[src/design/asc_pkg.sv]
// Purpose: shared constants of the converter control block
// Assumes: 40 MHz core clock, classic wishbone register port
// Notes: pin vector and config field positions are used by the top-level control block
package asc_pkg;
  // clock and conversion timing
  localparam int unsigned CLK_NS    = 25;
  localparam int unsigned T_CONV_NS = 1400;
  localparam int unsigned CONV_CYC  = (T_CONV_NS + CLK_NS - 1) / CLK_NS;
  localparam int unsigned T_HOLD_NS = 400;
  localparam logic [7:0]  CONV_LEN_RST = 8'(CONV_CYC);

  // synchronised pin vector positions
  localparam int unsigned PIN_W     = 12;
  localparam int unsigned PIN_GAIN  = 0;
  localparam int unsigned PIN_POL   = 1;
  localparam int unsigned PIN_A0    = 2;
  localparam int unsigned PIN_A2    = 4;
  localparam int unsigned PIN_PAIR  = 5;
  localparam int unsigned PIN_TRIG  = 6;
  localparam int unsigned PIN_CS    = 7;
  localparam int unsigned PIN_RD    = 8;
  localparam int unsigned PIN_LD    = 9;
  localparam int unsigned PIN_ML    = 10;
  localparam int unsigned PIN_MH    = 11;
  localparam logic [11:0] PINS_RST  = 12'h3c0;

  // config and entry layout: {pair, a2, a1, a0, polarity, gain}, entry adds last flag
  localparam int unsigned CFG_W     = 6;
  localparam int unsigned CFG_PAIR  = 5;
  localparam int unsigned ENT_W     = 7;
  localparam int unsigned SEQ_DEPTH = 16;
  localparam int unsigned DATA_W    = 12;

  // register map
  localparam logic [1:0]  REG_CTRL  = 2'h0;
  localparam logic [1:0]  REG_STAT  = 2'h1;
  localparam logic [1:0]  REG_RES   = 2'h2;
  localparam int unsigned STAT_CONV = 0;
  localparam int unsigned STAT_PROG = 1;
  localparam int unsigned STAT_MODE = 2;
  localparam int unsigned STAT_SCAN = 4;
  localparam int unsigned STAT_PTR  = 8;
  localparam int unsigned RES_ADDR  = 12;

  typedef enum logic [1:0] {
    ASC_DIRECT = 2'b00,
    ASC_SCAN   = 2'b01,
    ASC_PROG   = 2'b10,
    ASC_RUN    = 2'b11
  } asc_mode_t;
endpackage : asc_pkg

[src/design/asc_sync.sv]
// Purpose: two-stage synchroniser for the pin inputs
// Assumes: inputs are asynchronous to core_clk_i
// Notes: only the second stage is visible outside
`timescale 1ns/10ps
module asc_sync (
  // clock and reset
  input  wire logic        core_clk_i,
  input  wire logic        rst_i,
  // pins
  input  wire logic [11:0] pins_i,
  output logic      [11:0] pins_o
);
  typedef struct packed {
    logic [11:0] s1;
    logic [11:0] s2;
  } asc_sync_t;

  asc_sync_t st;
  asc_sync_t next_st;

  always_comb
  begin
    next_st    = st;
    next_st.s1 = pins_i;
    next_st.s2 = st.s1;
  end

  always_ff @(posedge core_clk_i)
  begin
    if (rst_i)
    begin
      st <= {asc_pkg::PINS_RST, asc_pkg::PINS_RST};
    end
    else
    begin
      st <= next_st;
    end
  end

  assign pins_o = st.s2;
endmodule : asc_sync

[src/design/asc_seq_mem.sv]
// Purpose: 16 x 7 sequence memory
// Assumes: one write, one flag clear and one read per cycle
// Notes: contents survive mode changes; read port is combinational
`timescale 1ns/10ps
module asc_seq_mem (
  // clock and reset
  input  wire logic       core_clk_i,
  input  wire logic       rst_i,
  // write side
  input  wire logic       we_i,
  input  wire logic [3:0] waddr_i,
  input  wire logic [6:0] wdata_i,
  input  wire logic [3:0] caddr_i,
  // read side
  input  wire logic [3:0] raddr_i,
  output logic      [6:0] rdata_o
);
  typedef struct packed {
    logic [15:0][6:0] mem;
  } asc_mem_t;

  asc_mem_t st;
  asc_mem_t next_st;

  always_comb
  begin
    next_st = st;
    if (we_i)
    begin
      // the entry just before the write address loses its last flag
      next_st.mem[caddr_i][0] = 1'b0;
      next_st.mem[waddr_i]    = wdata_i;
    end
  end

  always_ff @(posedge core_clk_i)
  begin
    if (rst_i)
    begin
      st <= '0;
    end
    else
    begin
      st <= next_st;
    end
  end

  assign rdata_o = st.mem[raddr_i];
endmodule : asc_seq_mem

[src/design/asc_top.sv]
// Purpose: conversion start, output drive and channel sequencing control
// Assumes: pins synchronised here, sample value from same clock domain
// Notes: conversion length set by control register
// Overview of operation
// - selected trigger falling edge starts conversion
// - triggers ignored while a conversion runs
// - busy low for whole conversion
// - select and read low keep outputs driven
// - read high keeps outputs three-stated
// - old result shown, new on the same edge busy rises
// - direct mode uses pins, latched by load
// - scan mode uses counter, config still latched
// - single-ended scan walks channels 0 to 7
// - pair scan walks pairs 0-1 to 6-7
// - low mode bit toggle clears scan counter
// - scan advances by one or two, address output
// - sixteen seven-bit entries with last flag
// - program mode forces busy, blocks conversions
// - any mode bit change resets pointer
// - load rising edge stores entry, advances pointer
// - last written entry ends sequence, wraps after 16
// - readback drives status word on top pins
// - read rising edge three-states, advances pointer
// - lowest status bit marks sequence end
// - leaving program mode releases busy
// - run mode converts entries then returns to 0
// - output word holds result plus address
`timescale 1ns/10ps
module asc_top (
  // clock and reset
  input  wire logic        core_clk_i,
  input  wire logic        rst_i,
  // control pins
  input  wire logic        sample_trigger_n_i,
  input  wire logic        device_select_n_i,
  input  wire logic        read_strobe_n_i,
  input  wire logic        load_strobe_n_i,
  input  wire logic        operating_mode_high_bit_i,
  input  wire logic        operating_mode_low_bit_i,
  // address and config pins
  input  wire logic        pair_mode_select_i,
  input  wire logic        gain_range_select_i,
  input  wire logic        polarity_select_i,
  input  wire logic        mux_addr_bit2_i,
  input  wire logic        mux_addr_bit1_i,
  input  wire logic        mux_addr_bit0_i,
  // converter core
  input  wire logic [11:0] sample_value_i,
  output logic      [2:0]  mux_channel_o,
  output logic             mux_pair_o,
  output logic             mux_gain_o,
  output logic             mux_polarity_o,
  // output pins
  output logic             busy_n_o,
  output logic      [11:0] data_o,
  output logic             data_hi_oe_o,
  output logic             data_lo_oe_o,
  output logic             pair_flag_out_o,
  output logic             channel_bit2_out_o,
  output logic             channel_bit1_out_o,
  output logic             channel_bit0_out_o,
  output logic             addr_oe_o,
  // wishbone slave
  input  wire logic        wb_cyc_i,
  input  wire logic        wb_stb_i,
  input  wire logic        wb_we_i,
  input  wire logic [7:0]  wb_adr_i,
  input  wire logic [3:0]  wb_sel_i,
  input  wire logic [31:0] wb_dat_i,
  output logic      [31:0] wb_dat_o,
  output logic             wb_ack_o
);
  typedef struct packed {
    logic [11:0] prev;
    logic [5:0]  cfg;
    logic        conv;
    logic [7:0]  cnt;
    logic [5:0]  ccfg;
    logic        c_scan;
    logic        c_run;
    logic        c_eos;
    logic [2:0]  scan;
    logic [3:0]  ptr;
    logic [11:0] result;
    logic [3:0]  res_addr;
    logic        busy_n;
    logic [11:0] dout;
    logic [3:0]  aout;
    logic        oe_a;
    logic        oe_hi;
    logic        oe_lo;
    logic [7:0]  conv_len;
    logic        ack;
    logic [31:0] rdat;
  } asc_state_t;

  asc_state_t  st;
  asc_state_t  next_st;
  logic [11:0] s;
  logic [6:0]  entry;
  logic        mem_we;
  asc_pkg::asc_mode_t mode;
  logic        mode_chg;
  logic        ml_chg;
  logic        start;
  logic        done;
  logic        rd_rise;
  logic        ld_rise;
  logic        prog;
  logic        rb_read;

  asc_sync u_sync (
    .core_clk_i (core_clk_i),
    .rst_i      (rst_i),
    .pins_i     ({operating_mode_high_bit_i, operating_mode_low_bit_i,
                  load_strobe_n_i, read_strobe_n_i, device_select_n_i,
                  sample_trigger_n_i, pair_mode_select_i, mux_addr_bit2_i,
                  mux_addr_bit1_i, mux_addr_bit0_i, polarity_select_i,
                  gain_range_select_i}),
    .pins_o     (s)
  );

  asc_seq_mem u_mem (
    .core_clk_i (core_clk_i),
    .rst_i      (rst_i),
    .we_i       (mem_we),
    .waddr_i    (st.ptr),
    .wdata_i    ({s[asc_pkg::CFG_W-1:0], 1'b1}),
    .caddr_i    (st.ptr - 4'h1),
    .raddr_i    (st.ptr),
    .rdata_o    (entry)
  );

  // edge and mode decode on synchronised pins
  always_comb
  begin
    mode     = asc_pkg::asc_mode_t'({s[asc_pkg::PIN_MH], s[asc_pkg::PIN_ML]});
    prog     = (mode == asc_pkg::ASC_PROG);
    ml_chg   = s[asc_pkg::PIN_ML] ^ st.prev[asc_pkg::PIN_ML];
    mode_chg = ml_chg | (s[asc_pkg::PIN_MH] ^ st.prev[asc_pkg::PIN_MH]);
    rd_rise  = s[asc_pkg::PIN_RD] & ~st.prev[asc_pkg::PIN_RD];
    ld_rise  = s[asc_pkg::PIN_LD] & ~st.prev[asc_pkg::PIN_LD];
    start    = ~s[asc_pkg::PIN_TRIG] & st.prev[asc_pkg::PIN_TRIG]
             & ~s[asc_pkg::PIN_CS] & ~st.conv & ~prog;
    done     = st.conv & (st.cnt == 8'h00);
    mem_we   = prog & ld_rise & s[asc_pkg::PIN_RD];
    rb_read  = prog & s[asc_pkg::PIN_LD] & ~s[asc_pkg::PIN_RD]
             & ~s[asc_pkg::PIN_CS];
  end

  always_comb
  begin
    next_st      = st;
    next_st.prev = s;
    next_st.ack  = wb_cyc_i & wb_stb_i & ~st.ack;
    next_st.rdat = 32'h0000_0000;

    // config follows pins while load low, held once it rises
    if (~s[asc_pkg::PIN_LD])
    begin
      next_st.cfg = s[asc_pkg::CFG_W-1:0];
    end

    // conversion start and run
    if (start)
    begin
      next_st.conv   = 1'b1;
      next_st.cnt    = st.conv_len - 8'h01;
      next_st.c_scan = (mode == asc_pkg::ASC_SCAN);
      next_st.c_run  = (mode == asc_pkg::ASC_RUN);
      next_st.c_eos  = entry[0];
      case (mode)
        asc_pkg::ASC_SCAN: next_st.ccfg = {next_st.cfg[5], st.scan,
                                           next_st.cfg[1:0]};
        asc_pkg::ASC_RUN:  next_st.ccfg = entry[6:1];
        default:           next_st.ccfg = next_st.cfg;
      endcase
    end
    else if (done)
    begin
      next_st.conv     = 1'b0;
      next_st.result   = sample_value_i;
      next_st.res_addr = st.ccfg[5:2];
    end
    else if (st.conv)
    begin
      next_st.cnt = st.cnt - 8'h01;
    end

    // scan counter
    if (ml_chg)
    begin
      next_st.scan = 3'h0;
    end
    else if (done & st.c_scan)
    begin
      next_st.scan = st.scan + (st.ccfg[asc_pkg::CFG_PAIR] ? 3'h2 : 3'h1);
    end

    // sequence pointer
    if (mode_chg)
    begin
      next_st.ptr = 4'h0;
    end
    else if (mem_we | (prog & s[asc_pkg::PIN_LD] & rd_rise))
    begin
      next_st.ptr = st.ptr + 4'h1;
    end
    else if (done & st.c_run)
    begin
      next_st.ptr = st.c_eos ? 4'h0 : st.ptr + 4'h1;
    end

    // busy held low by a conversion or by program mode
    next_st.busy_n = ~(next_st.conv | prog);

    // output drive
    if (prog)
    begin
      next_st.aout  = entry[6:3];
      next_st.dout  = {entry[2:0], 9'h000};
      next_st.oe_a  = rb_read;
      next_st.oe_hi = rb_read;
      next_st.oe_lo = 1'b0;
    end
    else
    begin
      next_st.aout  = next_st.res_addr;
      next_st.dout  = next_st.result;
      next_st.oe_a  = ~s[asc_pkg::PIN_CS] & ~s[asc_pkg::PIN_RD];
      next_st.oe_hi = next_st.oe_a;
      next_st.oe_lo = next_st.oe_a;
    end

    // register port
    if (wb_cyc_i & wb_stb_i & ~st.ack)
    begin
      if (wb_we_i & wb_sel_i[0] & (wb_adr_i[3:2] == asc_pkg::REG_CTRL)
          & (wb_adr_i[7:4] == 4'h0))
      begin
        // zero length would wrap the count to 255 and run 256 cycles
        next_st.conv_len = (wb_dat_i[7:0] == 8'h00) ? 8'h01 : wb_dat_i[7:0];
      end
      if (~wb_we_i & (wb_adr_i[7:4] == 4'h0))
      begin
        case (wb_adr_i[3:2])
          asc_pkg::REG_CTRL: next_st.rdat[7:0] = st.conv_len;
          asc_pkg::REG_STAT:
          begin
            next_st.rdat[asc_pkg::STAT_CONV]     = st.conv;
            next_st.rdat[asc_pkg::STAT_PROG]     = prog;
            next_st.rdat[asc_pkg::STAT_MODE+:2]  = mode;
            next_st.rdat[asc_pkg::STAT_SCAN+:3]  = st.scan;
            next_st.rdat[asc_pkg::STAT_PTR+:4]   = st.ptr;
          end
          asc_pkg::REG_RES:
          begin
            next_st.rdat[11:0]                  = st.result;
            next_st.rdat[asc_pkg::RES_ADDR+:4]  = st.res_addr;
          end
          default: next_st.rdat = 32'h0000_0000;
        endcase
      end
    end
  end

  always_ff @(posedge core_clk_i)
  begin
    if (rst_i)
    begin
      st          <= '0;
      st.prev     <= asc_pkg::PINS_RST;
      st.busy_n   <= 1'b1;
      st.conv_len <= asc_pkg::CONV_LEN_RST;
    end
    else
    begin
      st <= next_st;
    end
  end

  assign busy_n_o           = st.busy_n;
  assign data_o             = st.dout;
  assign data_hi_oe_o       = st.oe_hi;
  assign data_lo_oe_o       = st.oe_lo;
  assign pair_flag_out_o    = st.aout[3];
  assign channel_bit2_out_o = st.aout[2];
  assign channel_bit1_out_o = st.aout[1];
  assign channel_bit0_out_o = st.aout[0];
  assign addr_oe_o          = st.oe_a;
  assign mux_channel_o      = st.ccfg[4:2];
  assign mux_pair_o         = st.ccfg[5];
  assign mux_polarity_o     = st.ccfg[1];
  assign mux_gain_o         = st.ccfg[0];
  assign wb_dat_o           = st.rdat;
  assign wb_ack_o           = st.ack;
endmodule : asc_top

[config.mk]
export PLATFORM = sky130hd
export DESIGN_NAME = asc_top
export DESIGN_NICKNAME = d
export VERILOG_FILES = /design/src/design/asc_pkg.sv /design/src/design/asc_sync.sv /design/src/design/asc_seq_mem.sv /design/src/design/asc_top.sv
export SDC_FILE = /design/constraint.sdc
export NUM_CORES = 1
export LEC_CHECK = 0
export BUFFER_PORTS_ARGS = -buffer_cell sky130_fd_sc_hd__buf_2
export CORE_ASPECT_RATIO = 1.1
export CORE_MARGIN = 2
export CORE_UTILIZATION = 55
export CTS_BUF_LIST = sky130_fd_sc_hd__clkbuf_4 sky130_fd_sc_hd__clkbuf_8 sky130_fd_sc_hd__clkbuf_16
export DETAILED_ROUTE_END_ITERATION = 8
export GPL_ROUTABILITY_DRIVEN = 1
export HOLD_SLACK_MARGIN = 0.06
export PLACE_DENSITY_LB_ADDON = 0.05
export SLEW_MARGIN = 10
export SYNTH_ARGS = -nofsm -noshare
export SYNTH_HDL_FRONTEND = slang
export SYNTH_SLANG_ARGS = --single-unit
[constraint.sdc]
create_clock -name core_clk_i -period 3.6 [get_ports core_clk_i]
set_input_delay 0.36 -clock core_clk_i [delete_from_list [all_inputs] [get_ports core_clk_i]]
set_output_delay 0.36 -clock core_clk_i [all_outputs]
set_load 0.05 [all_outputs]
**Yosys cells after proc, flatten, opt, wreduce, memory -nomap -nowiden**

Cells that the tools add are included.

- Mux-type cells: 24
- Magnitude comparators: 4
- Bitwise operators: 42
- Add/subtract/negate cells: 5
- Equal/unequal tests: 6
- Multiply operators: 0
- Reduce and logical (&&, ||, !) cells: 16
- Divide/modulo/power cells: 0
- Shift operators: 0

Operators by type and width:

| operator | count |
|---|---|
| $and A112 B112 Y112 | 1 |
| $bwmux W112 | 1 |
| $not A112 Y112 | 1 |
| $demux W7 S4 | 2 |
| $mux W16 | 2 |
| $bmux W7 S4 | 1 |
| $mux W8 | 3 |
| $and A1 B1 Y1 | 22 |
| $pmux W7 S3 | 1 |
| $mux W19 | 1 |
| $logic_not A8 Y1 | 2 |
| $sub A8 B1 Y8 const B | 2 |
| $mux W7 | 2 |
| $not A1 Y1 | 13 |
| $mux W4 | 3 |
| $pmux W6 S2 | 1 |
| $lt A4 B5 Y1 const B | 2 |
| $mux W9 | 1 |
| $ge A4 B1 Y1 const B | 2 |
| $pmux W4 S2 | 1 |
| $reduce_or A2 Y1 | 4 |
| $eq A2 B2 Y1 const B | 3 |
| $mux W6 | 1 |
| $add A4 B1 Y4 const B | 1 |
| other kinds (16) | 24 |

- Output and inout bits: 59
- Bits in latches: 0
- Logic and storage cells: 139
- Memories: 0
- RAM bits: 0
- Register bits: 256
- Bits in read-only memories: 0

**Logic depth before layout (Yosys ltp)**

Gate-level depths: netlist (run 1).

- Depth in word-level cells: 8
- Gate-level depth with buffers: 12

**By module**

A second synthesis (run 1) with hierarchy kept.

- Cell total of the unflattened synthesis: 1133
- Area total of the unflattened synthesis: 10312.4 µm²

Modules (own cells, without submodules):

| module | cells an instance | instances | area an instance (µm²) |
|---|---|---|---|
| asc_seq_mem | 606 | 1 | 5323.9 |
| asc_top | 477 | 1 | 4340.4 |
| asc_sync | 50 | 1 | 648.1 |

**Least setup slack after synthesis (run 1)**

Ideal clock, no wire load.

- Path kind: register -> register
- From: register st[77] in the netlist's numbering
- To: register u_mem.st[57] in the netlist's numbering
- Library setup time: 0.128 ns
- Required time: 3.472 ns
- Path slack: 0.870 ns
- Data arrival time: 2.603 ns
- Stages on the path, launching flop included: 12
- Clock period less this slack: 2.730 ns
- Cell sequence: dfxtp_1 > clkbuf_1 > inv_1 > clkbuf_1 > clkbuf_1 > ha_1 > clkbuf_1 > nand3_1 > clkbuf_1 > nor2_2 > mux2i_1 > nor2_1

- Word-level cells in the longest chain between the ends: 5
- Elaborated cells between the ends (all ways): 10
- Classes of those cells: add/sub: 1; order compare: 2; mux: 4; bitwise: 2; reduce/logical: 1

RTL lines:

| item | RTL line | text |
|---|---|---|
| start, declared | asc_top.sv:97 | `asc_state_t st;` |
| start signal, assigned | asc_top.sv:278 | `st <= next_st;` |
| $lt A4 B5 Y1 (not written as such) (tied with other cells) | asc_seq_mem.sv:32 | `next_st.mem[waddr_i] = wdata_i;` |
| $logic_and A1 B1 Y1 (not written as such) or $demux W7 S4 (tied branches) | - |  |
| $mux W7 (not written as such) or $not A112 Y112 (tied branches) | - |  |
| $demux W7 S4 or $and A112 B112 Y112 (tied branches) | - |  |
| $bwmux W112 * | asc_seq_mem.sv:32 |  |
| end signal, assigned | asc_seq_mem.sv:44 | `st <= next_st;` |
| end, declared | asc_seq_mem.sv:22 | `asc_mem_t st;` |

Every way passes the cells marked *; elsewhere a longest branch is shown, timed or not.
A chain may end at the register's enable or synchronous reset.

**Worst setup path in the final report (run 1)**

- From: register st[101] in the netlist's numbering
- To: register st[97] in the netlist's numbering

- Word-level cells in the longest chain between the ends: 5
- Elaborated cells between the ends (all ways): 8
- Classes of those cells: eq/ne: 1; mux: 1; bitwise: 4; reduce/logical: 2

RTL lines:

| item | RTL line | text |
|---|---|---|
| $not A1 Y1 | asc_top.sv:144 | `& ~s[asc_pkg::PIN_CS] & ~st.conv & ~prog;` |
| $and A1 B1 Y1 (2 in series) | asc_top.sv:144 |  |
| $ne A2 B2 Y1 (no line) or $reduce_bool A2 Y1 (tied branches) | - |  |
| $reduce_and A2 Y1 (no line) | - |  |

Several ways; a longest one is shown, not always the timed one.

==> results.toml, run 1 <==
[run_status]
outcome = "finished clean"

[power_and_ir_drop]
p_per_area_nw_per_um2 = 481
cellLeakagePower_nw = 4.35
vdd_drop_max_uv = 421
power_mw = 5.50

[floorplanning]
rows = 52
start_util_pct = 55.8
io_pins = 132
dieArea_um2 = 19700
die_w_um = 134
die_height_um = 147
core_um2 = 18300

[sta]
finalClockSkew_ps = 20.5
setup-tns-final_ps = 0
setup_violations = 0
rsz0062_at_grt = "false"
min_period_ps = 2740
max-slew-margin-rel_pct = 43.2
tightest_slew_ps = 851
finalCritPeriodShare_pct = 76.2
hold_violations = 0
fmax_mhz = 365
slew_viol_final = 0

[worst_setup_path]
r2r-start = "st[101]"
critPathKind = "flop to flop"
crit_start = "st[101]"
crit_path_end_kind = "flop"
cp_slowest_cell = "or4b_1"
critPathArrivalTime_ps = 3110
reg2reg_depth = 9
reg2reg_to = "st[97]"
cp_cell_sequence = "or4b_1 > nand2b_4 > mux2i_1 > ha_1 > nor3b_1 > xnor2_1 > nand2_1 > o211ai_1 > a21oi_1"
critPathLaunchType = "flop"
r2r_slack_ps = 860
crit_required_ps = 3970
crit_end = "st[97]"
cpPeakStageDelay_ps = 690
cp_max_fo = 17

[synthesis]
synth_cell_types = 62
synth_top_area_share_pct = 45.4
synthArstFlopShare_pct = 0
seq_area_frac_synth_pct = 45.4
ys.flop_type = "dfxtp_1"
avgSynthCellArea_um2 = 9.43
syn_area_um2 = 10200
ys_warn_count = 0
synth_edf_count = 0
syn_inst = 1086
yosysTopAreaCell = "dfxtp_1"
synth_seq_cells = 232
synthTopCellsByArea = "dfxtp_1, mux2i_1, nor2_1"

[drt]
drt_iter0_drc = 548
wl_per_cell_um = 17.7
wl_met1_mm = 11.1
wl_met3_mm = 1.12
via_per_inst = 5.44
wirelength_mm = 24.4
drc = 0
ant_nets = 0
vias = 7485
drtPass1Iterations = 7
highest_layer = "met4"
wl_met2_mm = 11.5

[grt]
grt_pass1_wl_mm = 38.6
grt_pass1_vias = 7058
antenna_found_initial = 0
grt.total_usage_pct = 24.4
grt_start_max_net_pins = 73
overflow = 0

[finish]
layout-drive-gt1-share_pct = 17.4
layout.cells.most_common_list = "dfxtp_1, nor2_1, mux2i_1"
finish.net_count = 1200
area_growth_pct = 11.6
antennaDiodeCount = 0
layout_commonest_cell = "dfxtp_1"
design_area_um2 = 11400

[clock_tree]
cts.sinks = 232
clk_latency_ps = 520
numCtsBuffers = 24
postCtsSetupBuffers = 0
htreeDepth = 1
holdBufCountCts = 12
cts-root-buf = "clkbuf_16"
cts_buffer_depth = 3
ctsResizeCount = 0
clk_pin_slew_ps = 60
cts_tree = "yes"

[hold_path]
hold_depth = 2
hold_class = "primary input to flop"

[place]
finalWeightedCongestion = 0.830
io_buffers = 86
hpwl_mm = 16.4
placedInstanceArea_um2 = 10400

[run]
max_cap_violations = 0
==> metal layers <==
layer,vias to the layer above,global-route usage (%)
li1,3718,-
met1,3540,33.2
met2,188,40.9
met3,39,3.38
met4,0,7.00
met5,-,0
==> registers in the layout, indices dropped and copies added, names as in the netlist <==
register,count
busy_n_o,1
mux_pair_o,1
addr_oe_o,1
data_o,12
mux_polarity_o,1
data_lo_oe_o,1
u_sync.next_st,12
channel_bit2_out_o,1
mux_gain_o,1
st,54
channel_bit0_out_o,1
pair_flag_out_o,1
mux_channel_o,3
channel_bit1_out_o,1
wb_dat_o,16
u_mem.st,112
wb_ack_o,1
u_sync.pins_o,12
==> worst max-delay path: cells and delay by family, from the launching register on <==
family,cells,cell delay (ps)
AOI/OAI and AO/OA,2,230
xor gates and xnor gates,1,150
adders and majority gates,1,270
DFF,1,390
muxes,1,230
and+or+nand+nor,4,1330
==> synth_stat cells, types with 5 or more instances <==
cell,n
nand3_1,9
or2_2,14
a222oi_1,7
nand2_1,79
o211ai_1,6
mux4_2,16
nor3_1,15
o21ai_0,28
o21bai_1,6
and3_1,11
dfxtp_1,232
inv_1,20
or3_1,5
a22oi_1,18
o221ai_1,9
nor2_1,178
a21oi_1,32
buf_2,18
clkbuf_1,50
buf_4,55
a31oi_1,13
nand2b_1,16
mux2i_1,136
xnor2_1,7
nor2b_1,28
ha_1,12
==> logic make-up (layout without fill, tap and decap cells) <==
kind of cell	Yosys count	count (layout)	share of synthesized area (%)
buf+inv	149	180	8.00
flops	232	232	45.4
xor+xnor	9	9	0.770
simple gates	384	384	17.7
fa+ha+maj	13	13	1.66
compound gates	142	142	9.26
mux	156	156	17.3
other cells	1	16	0.0366
==> worst min-delay path by stage <==
| stage | startpoint | end |
|---|---|---|
| floorplan | u_sync.next_st[6] | u_sync.pins_o[6] |
| global placement | u_sync.next_st[9] | u_sync.pins_o[9] |
| detailed placement | u_sync.next_st[8] | u_sync.pins_o[8] |
| CTS | wb_dat_i[5] | st[38] |
| global route | operating_mode_high_bit_i | u_sync.next_st[11] |
| finish | wb_dat_i[4] | st[37] |
==> per-stage QoR <==
step	utilization, %	setup slack (ps)	std cells	hold WS (ps)
2_1_floorplan	-	870	1101	389
3_3_place_gp	56.9	897	1319	396
3_5_place_dp	56.9	887	1319	400
4_1_cts	62.3	850	1375	62.6
5_1_grt	62.3	689	1375	60.6
6_report	62.3	857	1375	77.9
==> power breakdown <==
| group | leakage [nW] | internal (mW) | total [mW] | switching, mW |
|---|---|---|---|---|
| sequential | 1.88 | 2.59 | 2.60 | 0.0195 |
| combinational | 2.05 | 0.0620 | 0.199 | 0.137 |
| clock | 0.424 | 1.66 | 2.69 | 1.04 |
| total | 4.35 | 4.30 | 5.50 | 1.19 |
==> cell type report <==
cell class | instances | area [um^2]
inverters | 20 | 75.1
multi-input cells | 720 | 4840
clock inverters | 16 | 226
fillers | 1608 | 6920
flip-flops and latches | 232 | 4650
repair buffers | 116 | 692
well taps | 243 | 304
clock buffers | 28 | 649
Power figures use the tool's default switching activity.
==> inputs of run 2 (changes only) <==
--- a/config.mk
+++ b/config.mk
@@ -5,6 +5,7 @@
 export SDC_FILE = /design/constraint.sdc
 export NUM_CORES = 1
 export LEC_CHECK = 0
+export ABC_AREA = 1
 export BUFFER_PORTS_ARGS = -buffer_cell sky130_fd_sc_hd__buf_2
 export CORE_ASPECT_RATIO = 1.1
 export CORE_MARGIN = 2
==> constraint.sdc (replaced) <==
create_clock -name core_clk_i -period 2.65 [get_ports core_clk_i]
set_input_delay 0.265 -clock core_clk_i [delete_from_list [all_inputs] [get_ports core_clk_i]]
set_output_delay 0.265 -clock core_clk_i [all_outputs]
set_load 0.05 [all_outputs]
==> results.toml, run 2 <==
[synthesis]
avgSynthCellArea_um2 = 7.55
synth_cell_types = 39
syn_inst = 1319
synthTopCellsByCount = "dfxtp_1, o21ai_0, a21oi_1"
synthArstFlopShare_pct = 0
synth_top_area_share_pct = 46.7
syn_area_um2 = 9950
synthTopCellsByArea = "dfxtp_1, o21ai_0, a21oi_1"
ys.flop_type = "dfxtp_1"
synth_edf_count = 0
ys_warn_count = 0
synth_most_common_cell = "dfxtp_1"
seq_area_frac_synth_pct = 46.7
yosysTopAreaCell = "dfxtp_1"
synth_seq_cells = 232

[power_and_ir_drop]
cellLeakagePower_nw = 4.91
p_per_area_nw_per_um2 = 668
power_mw = 7.65
vdd_drop_max_uv = 487

[worst_setup_path]
cp_slowest_cell = "dfxtp_1"
path_buf_inv = 3
cp_top_family = "simple AND/OR/NAND/NOR gates"
r2r-start = "u_sync.pins_o[11]"
crit_top_cell = "nand2_1"
cp_max_fo = 11
critPathKind = "flop to flop"
crit_required_ps = 3060
critPathArrivalTime_ps = 2800
reg2reg_depth = 14
crit_start = "u_sync.pins_o[11]"
crit_cells = 14
cpPeakStageDelay_ps = 440
cp_cell_sequence = "nand2_1 > nand3_1 > clkinv_1 > nand2_1 > nand2_1 > inv_1 > ha_1 > nand2_1 > nor2_1 > nand2_1 > nand3_1 > nand3_1 > nand2_1 > inv_1"
crit_path_end_kind = "flop"
critPathLaunchType = "flop"

[drt]
drc = 0
ant_nets = 0
wl_per_cell_um = 15.1
via_per_inst = 5.08
vias = 8281
drtPass1Iterations = 5
wirelength_mm = 24.6
drt_iter0_drc = 463

[clock_tree]
cts_buffer_depth = 3
numCtsBuffers = 24
htreeDepth = 1
clk_latency_ps = 520
cts_tree = "yes"
clk_pin_slew_ps = 60
cts.sinks = 232
cts-root-buf = "clkbuf_16"
postCtsSetupBuffers = 0

[sta]
rsz0062_at_grt = "false"
min_period_ps = 2390
slew_viol_final = 0
finalClockSkew_ps = 10.3
max-slew-margin-rel_pct = 47.0
whs_ps = 73.4
setup_violations = 0
fmax_mhz = 419
setup-tns-final_ps = 0
worst_slack_ps = 264
finalCritPeriodShare_pct = 90.1
hold_violations = 0
tightest_slew_ps = 794

[hold_path]
min_from = "wb_dat_i[7]"
hold_depth = 3
hold_class = "primary input to flop"

[finish]
largest_reg_flops = 112
area_growth_pct = 15.0
antennaDiodeCount = 0
layout.cells.most_common_list = "dfxtp_1, o21ai_0, a21oi_1"
final_cell_count_no_fill = 1630
top_register = "u_mem.st"
finish.net_count = 1460
layout-drive-gt1-share_pct = 13.3
layout_commonest_cell = "dfxtp_1"
n_fill_cell = 1614

[run]
max_cap_violations = 0

[floorplanning]
rows = 51
die_w_um = 132
io_pins = 132
die_height_um = 145
start_util_pct = 56.1
dieArea_um2 = 19200
core_um2 = 17700

[place]
preCtsSetupSlack_ps = 278
hpwl_mm = 16.1
dp_cells = 1555
finalWeightedCongestion = 0.853
io_buffers = 86

[run_status]
outcome = "finished clean"

[grt]
grt_pass1_vias = 7878
grt_start_max_net_pins = 68
grt.total_usage_pct = 25.3
antenna_found_initial = 0
grt_pass1_wl_mm = 39.8
overflow = 0
==> run 2: changes by cell type in the layout (fill, tap and decap cells not counted), sizes merged, moves of 28 or more <==
cell / change
o21ai: +179
mux2i: -120
inv: +128
nor2: -55
a21oi: +152
nor2b: -28
nand2: +102
==> run 2: tightest hold or removal path: stages <==
cell,delay [ps]
buf_2,90
o21ai_0,90
a21oi_1,110
==> run 2: area by class of cell <==
| cell class | instances | area [um^2] | area share, % |
|---|---|---|---|
| Inverter | 150 | 563 | 4.92 |
| Tap cell | 238 | 298 | 2.60 |
| Multi-Input combinational cell | 826 | 4090 | 35.7 |
| Sequential cell | 232 | 4650 | 40.6 |
| Clock inverter | 9 | 148 | 1.29 |
| Timing Repair Buffer | 140 | 951 | 8.31 |
| Clock buffer | 35 | 751 | 6.56 |
==> run 2: path summary, 6_finish.rpt <==
path | end | slack, ps
setup / recovery | st[99] | 260
hold / removal | st[40] | 70
setup reg to reg | st[99] | 260
hold reg to reg | u_sync.pins_o[4] | 400
==> run 2: kinds of logic (layout without fill, tap and decap cells) <==
family | Yosys count | in the layout | synth area share [%]
AO/OA/AOI/OAI | 414 | 414 | 21.3
XOR/XNOR | 4 | 4 | 0.352
adder cells (fa/ha/maj) | 13 | 13 | 1.71
buffers and inverters | 276 | 334 | 12.8
flip-flops | 232 | 232 | 46.7
multiplexers | 16 | 16 | 1.61
other | 1 | 16 | 0.0377
AND/OR/NAND/NOR | 363 | 363 | 15.6
==> run 2: power breakdown <==
| group | total [mW] | switching (mW) | internal [mW] |
|---|---|---|---|
| Sequential | 3.54 | 0.0219 | 3.52 |
| Combinational | 0.364 | 0.242 | 0.121 |
| Clock | 3.74 | 1.39 | 2.35 |
| Total | 7.65 | 1.66 | 5.99 |
==> run 2: repair_timing <==
action / in CTS / in global routing
hold endpoints to repair: 39 / 0
setup endpoints to repair: 0 / 0
resized for setup: 0 / 0
hold buffers: 31 / 0
==> run 2: routing by layer <==
layer | vias to the layer above | part of all wire (%) | GRT usage (%)
met5 | - | 0 | 0
met4 | 0 | 3.0 | 9.57
met3 | 48 | 4.0 | 3.04
met2 | 179 | 49 | 44.9
met1 | 3714 | 44 | 31.4
li1 | 4340 | - | -
==> run 2: metrics by stage <==
| stage | instance area, um^2 | util [%] |
|---|---|---|
| floorplan | 10000 | - |
| global placement | 10200 | 57.7 |
| detailed placement | 10200 | 57.7 |
| CTS | 11400 | 64.5 |
| global route | 11400 | 64.5 |
| finish | 11400 | 64.5 |
==> inputs of run 3 (changes only) <==
--- a/config.mk
+++ b/config.mk
@@ -12,9 +12,9 @@
 export CORE_UTILIZATION = 55
 export CTS_BUF_LIST = sky130_fd_sc_hd__clkbuf_4 sky130_fd_sc_hd__clkbuf_8 sky130_fd_sc_hd__clkbuf_16
 export DETAILED_ROUTE_END_ITERATION = 8
-export GPL_ROUTABILITY_DRIVEN = 1
 export HOLD_SLACK_MARGIN = 0.06
 export PLACE_DENSITY_LB_ADDON = 0.05
+export RECOVER_POWER = 50
 export SLEW_MARGIN = 10
 export SYNTH_ARGS = -nofsm -noshare
 export SYNTH_HDL_FRONTEND = slang
==> results.toml, run 3 (synthesis results as in run 2) <==
[power_and_ir_drop]
p_per_area_nw_per_um2 = 672
internal-power_mw = 5.99
cellLeakagePower_nw = 4.72
p_comb_share_pct = 4.7
p_sw_mw = 1.66
vdd_drop_max_uv = 488
pwr-share-clk_pct = 49.0
swShare_pct = 21.7
power_mw = 7.64
pwr-share-seq_pct = 46.3

[finish]
largest_reg_flops = 112
top_register = "u_mem.st"
area_growth_pct = 14.4
layout.cells.most_common_list = "dfxtp_1, o21ai_0, a21oi_1"
finish.net_count = 1460
layout_commonest_cell = "dfxtp_1"
layout-drive-gt1-share_pct = 9.99
final_cell_count_no_fill = 1630
n_fill_cell = 1629
antennaDiodeCount = 0

[floorplanning]
rows = 51
die_w_um = 132
core_um2 = 17700
dieArea_um2 = 19200
die_height_um = 145
io_pins = 132
start_util_pct = 56.1

[place]
dp_cells = 1555
finalWeightedCongestion = 0.853
preCtsSetupSlack_ps = 278
io_buffers = 86
hpwl_mm = 16.1

[clock_tree]
numCtsBuffers = 24
clk_latency_ps = 520
clk_pin_slew_ps = 60
cts-root-buf = "clkbuf_16"
cts.sinks = 232
htreeDepth = 1
ctsResizeCount = 0
cts_tree = "yes"
cts_buffer_depth = 3

[drt]
ant_nets = 0
drc = 0
via_per_inst = 5.09
wirelength_mm = 24.6
vias = 8296
wl_per_cell_um = 15.1
drt_iter0_drc = 476
drtPass1Iterations = 5

[worst_setup_path]
crit_required_ps = 3060
critPathArrivalTime_ps = 2810
r2r_slack_ps = 250
critPathKind = "flop to flop"
r2r-start = "u_sync.pins_o[11]"
reg2reg_to = "st[99]"
critPathLaunchType = "flop"
reg2reg_depth = 14
cp_max_fo = 11
crit_path_end_kind = "flop"

[grt]
antenna_found_initial = 0
grt.total_usage_pct = 25.3
overflow = 0
grt_start_max_net_pins = 68
grt_pass1_wl_mm = 39.8
grt_pass1_vias = 7878

[hold_path]
min_from = "wb_dat_i[7]"
hold_class = "primary input to flop"
min_to = "st[40]"
hold_depth = 3

[sta]
min_period_ps = 2400
slew_viol_final = 0
hold_violations = 0
setup_violations = 0
setup-tns-final_ps = 0
finalClockSkew_ps = 10.4
tightest_slew_ps = 1210
max-slew-margin-rel_pct = 19.2
whs_ps = 72.9
fmax_mhz = 417
rsz0062_at_grt = "false"
worst_slack_ps = 252
finalCritPeriodShare_pct = 90.5

[run]
max_cap_violations = 0

[run_status]
outcome = "finished clean"
==> run 3: cell count changes in the layout (fill, tap and decap cells not counted) <==
cell,before,now
buf_2,86,42
buf_4,20,17
clkbuf_1,0,45
clkbuf_2,0,2
inv_1,143,144
inv_2,5,4
==> run 3: what timing repair did <==
action | 4_1_cts | 5_1_grt
buffers inserted | 0 | 0
hold endpoints to repair | 39 | 0
hold buffers | 31 | 0
==> run 3: metrics by stage <==
stage	utilization (%)	cell area (um^2)
5_1_grt	64.2	11400
2_1_floorplan	-	10000
3_3_place_gp	57.7	10200
6_report	64.2	11400
3_5_place_dp	57.7	10200
4_1_cts	64.5	11400
==> run 3: critical path: stages, from the launching register on <==
cell and delay (ps):
dfxtp_1 440, nand2_1 290, nand3_1 250, clkinv_1 280
nand2_1 140, nand2_1 100, inv_1 80, ha_1 160
nand2_1 90, nor2_1 170, nand2_1 70, nand3_1 60
nand3_1 70, nand2_1 60, inv_1 40
==> run 3: layout make-up <==
cell class              count  area [um^2]  area share (%)
flip-flops and latches    232         4650            40.8
multi-input cells         826         4090            35.9
repair buffers            140          887            7.79
clock buffers              35          751            6.60
inverters                 150          563            4.95
well taps                 238          298            2.62
clock inverters             9          148            1.30
==> run 3: worst max path at each step <==
stage	start	end
final	u_sync.pins_o[11]	st[99]
after global routing	u_sync.pins_o[11]	st[99]
after CTS	u_sync.pins_o[11]	st[99]
after detailed placement	u_sync.pins_o[11]	st[99]
after global placement	u_sync.pins_o[11]	st[99]
after floorplan	st[77]	u_mem.st[59]
==> run 3: routing by layer <==
metal  vias to the layer above  global-route usage [%]  share of wire [%]
met1                      3717                    31.4                 44
met4                         0                    9.57                3.0
met2                       189                    44.9                 50
met3                        49                    3.04                3.9
met5                         -                       0                  0
li1                       4341                       -                  -
==> run 3: power by group through the flow <==
stage	sequential (mW)	clock (mW)	combinational, mW
6_report	3.54	3.74	0.362
5_1_grt	3.54	3.92	0.403
4_1_cts	3.54	3.79	0.362
3_5_place_dp	3.62	0	0.327
2_1_floorplan	3.62	0	0.251
3_3_place_gp	3.62	0	0.324
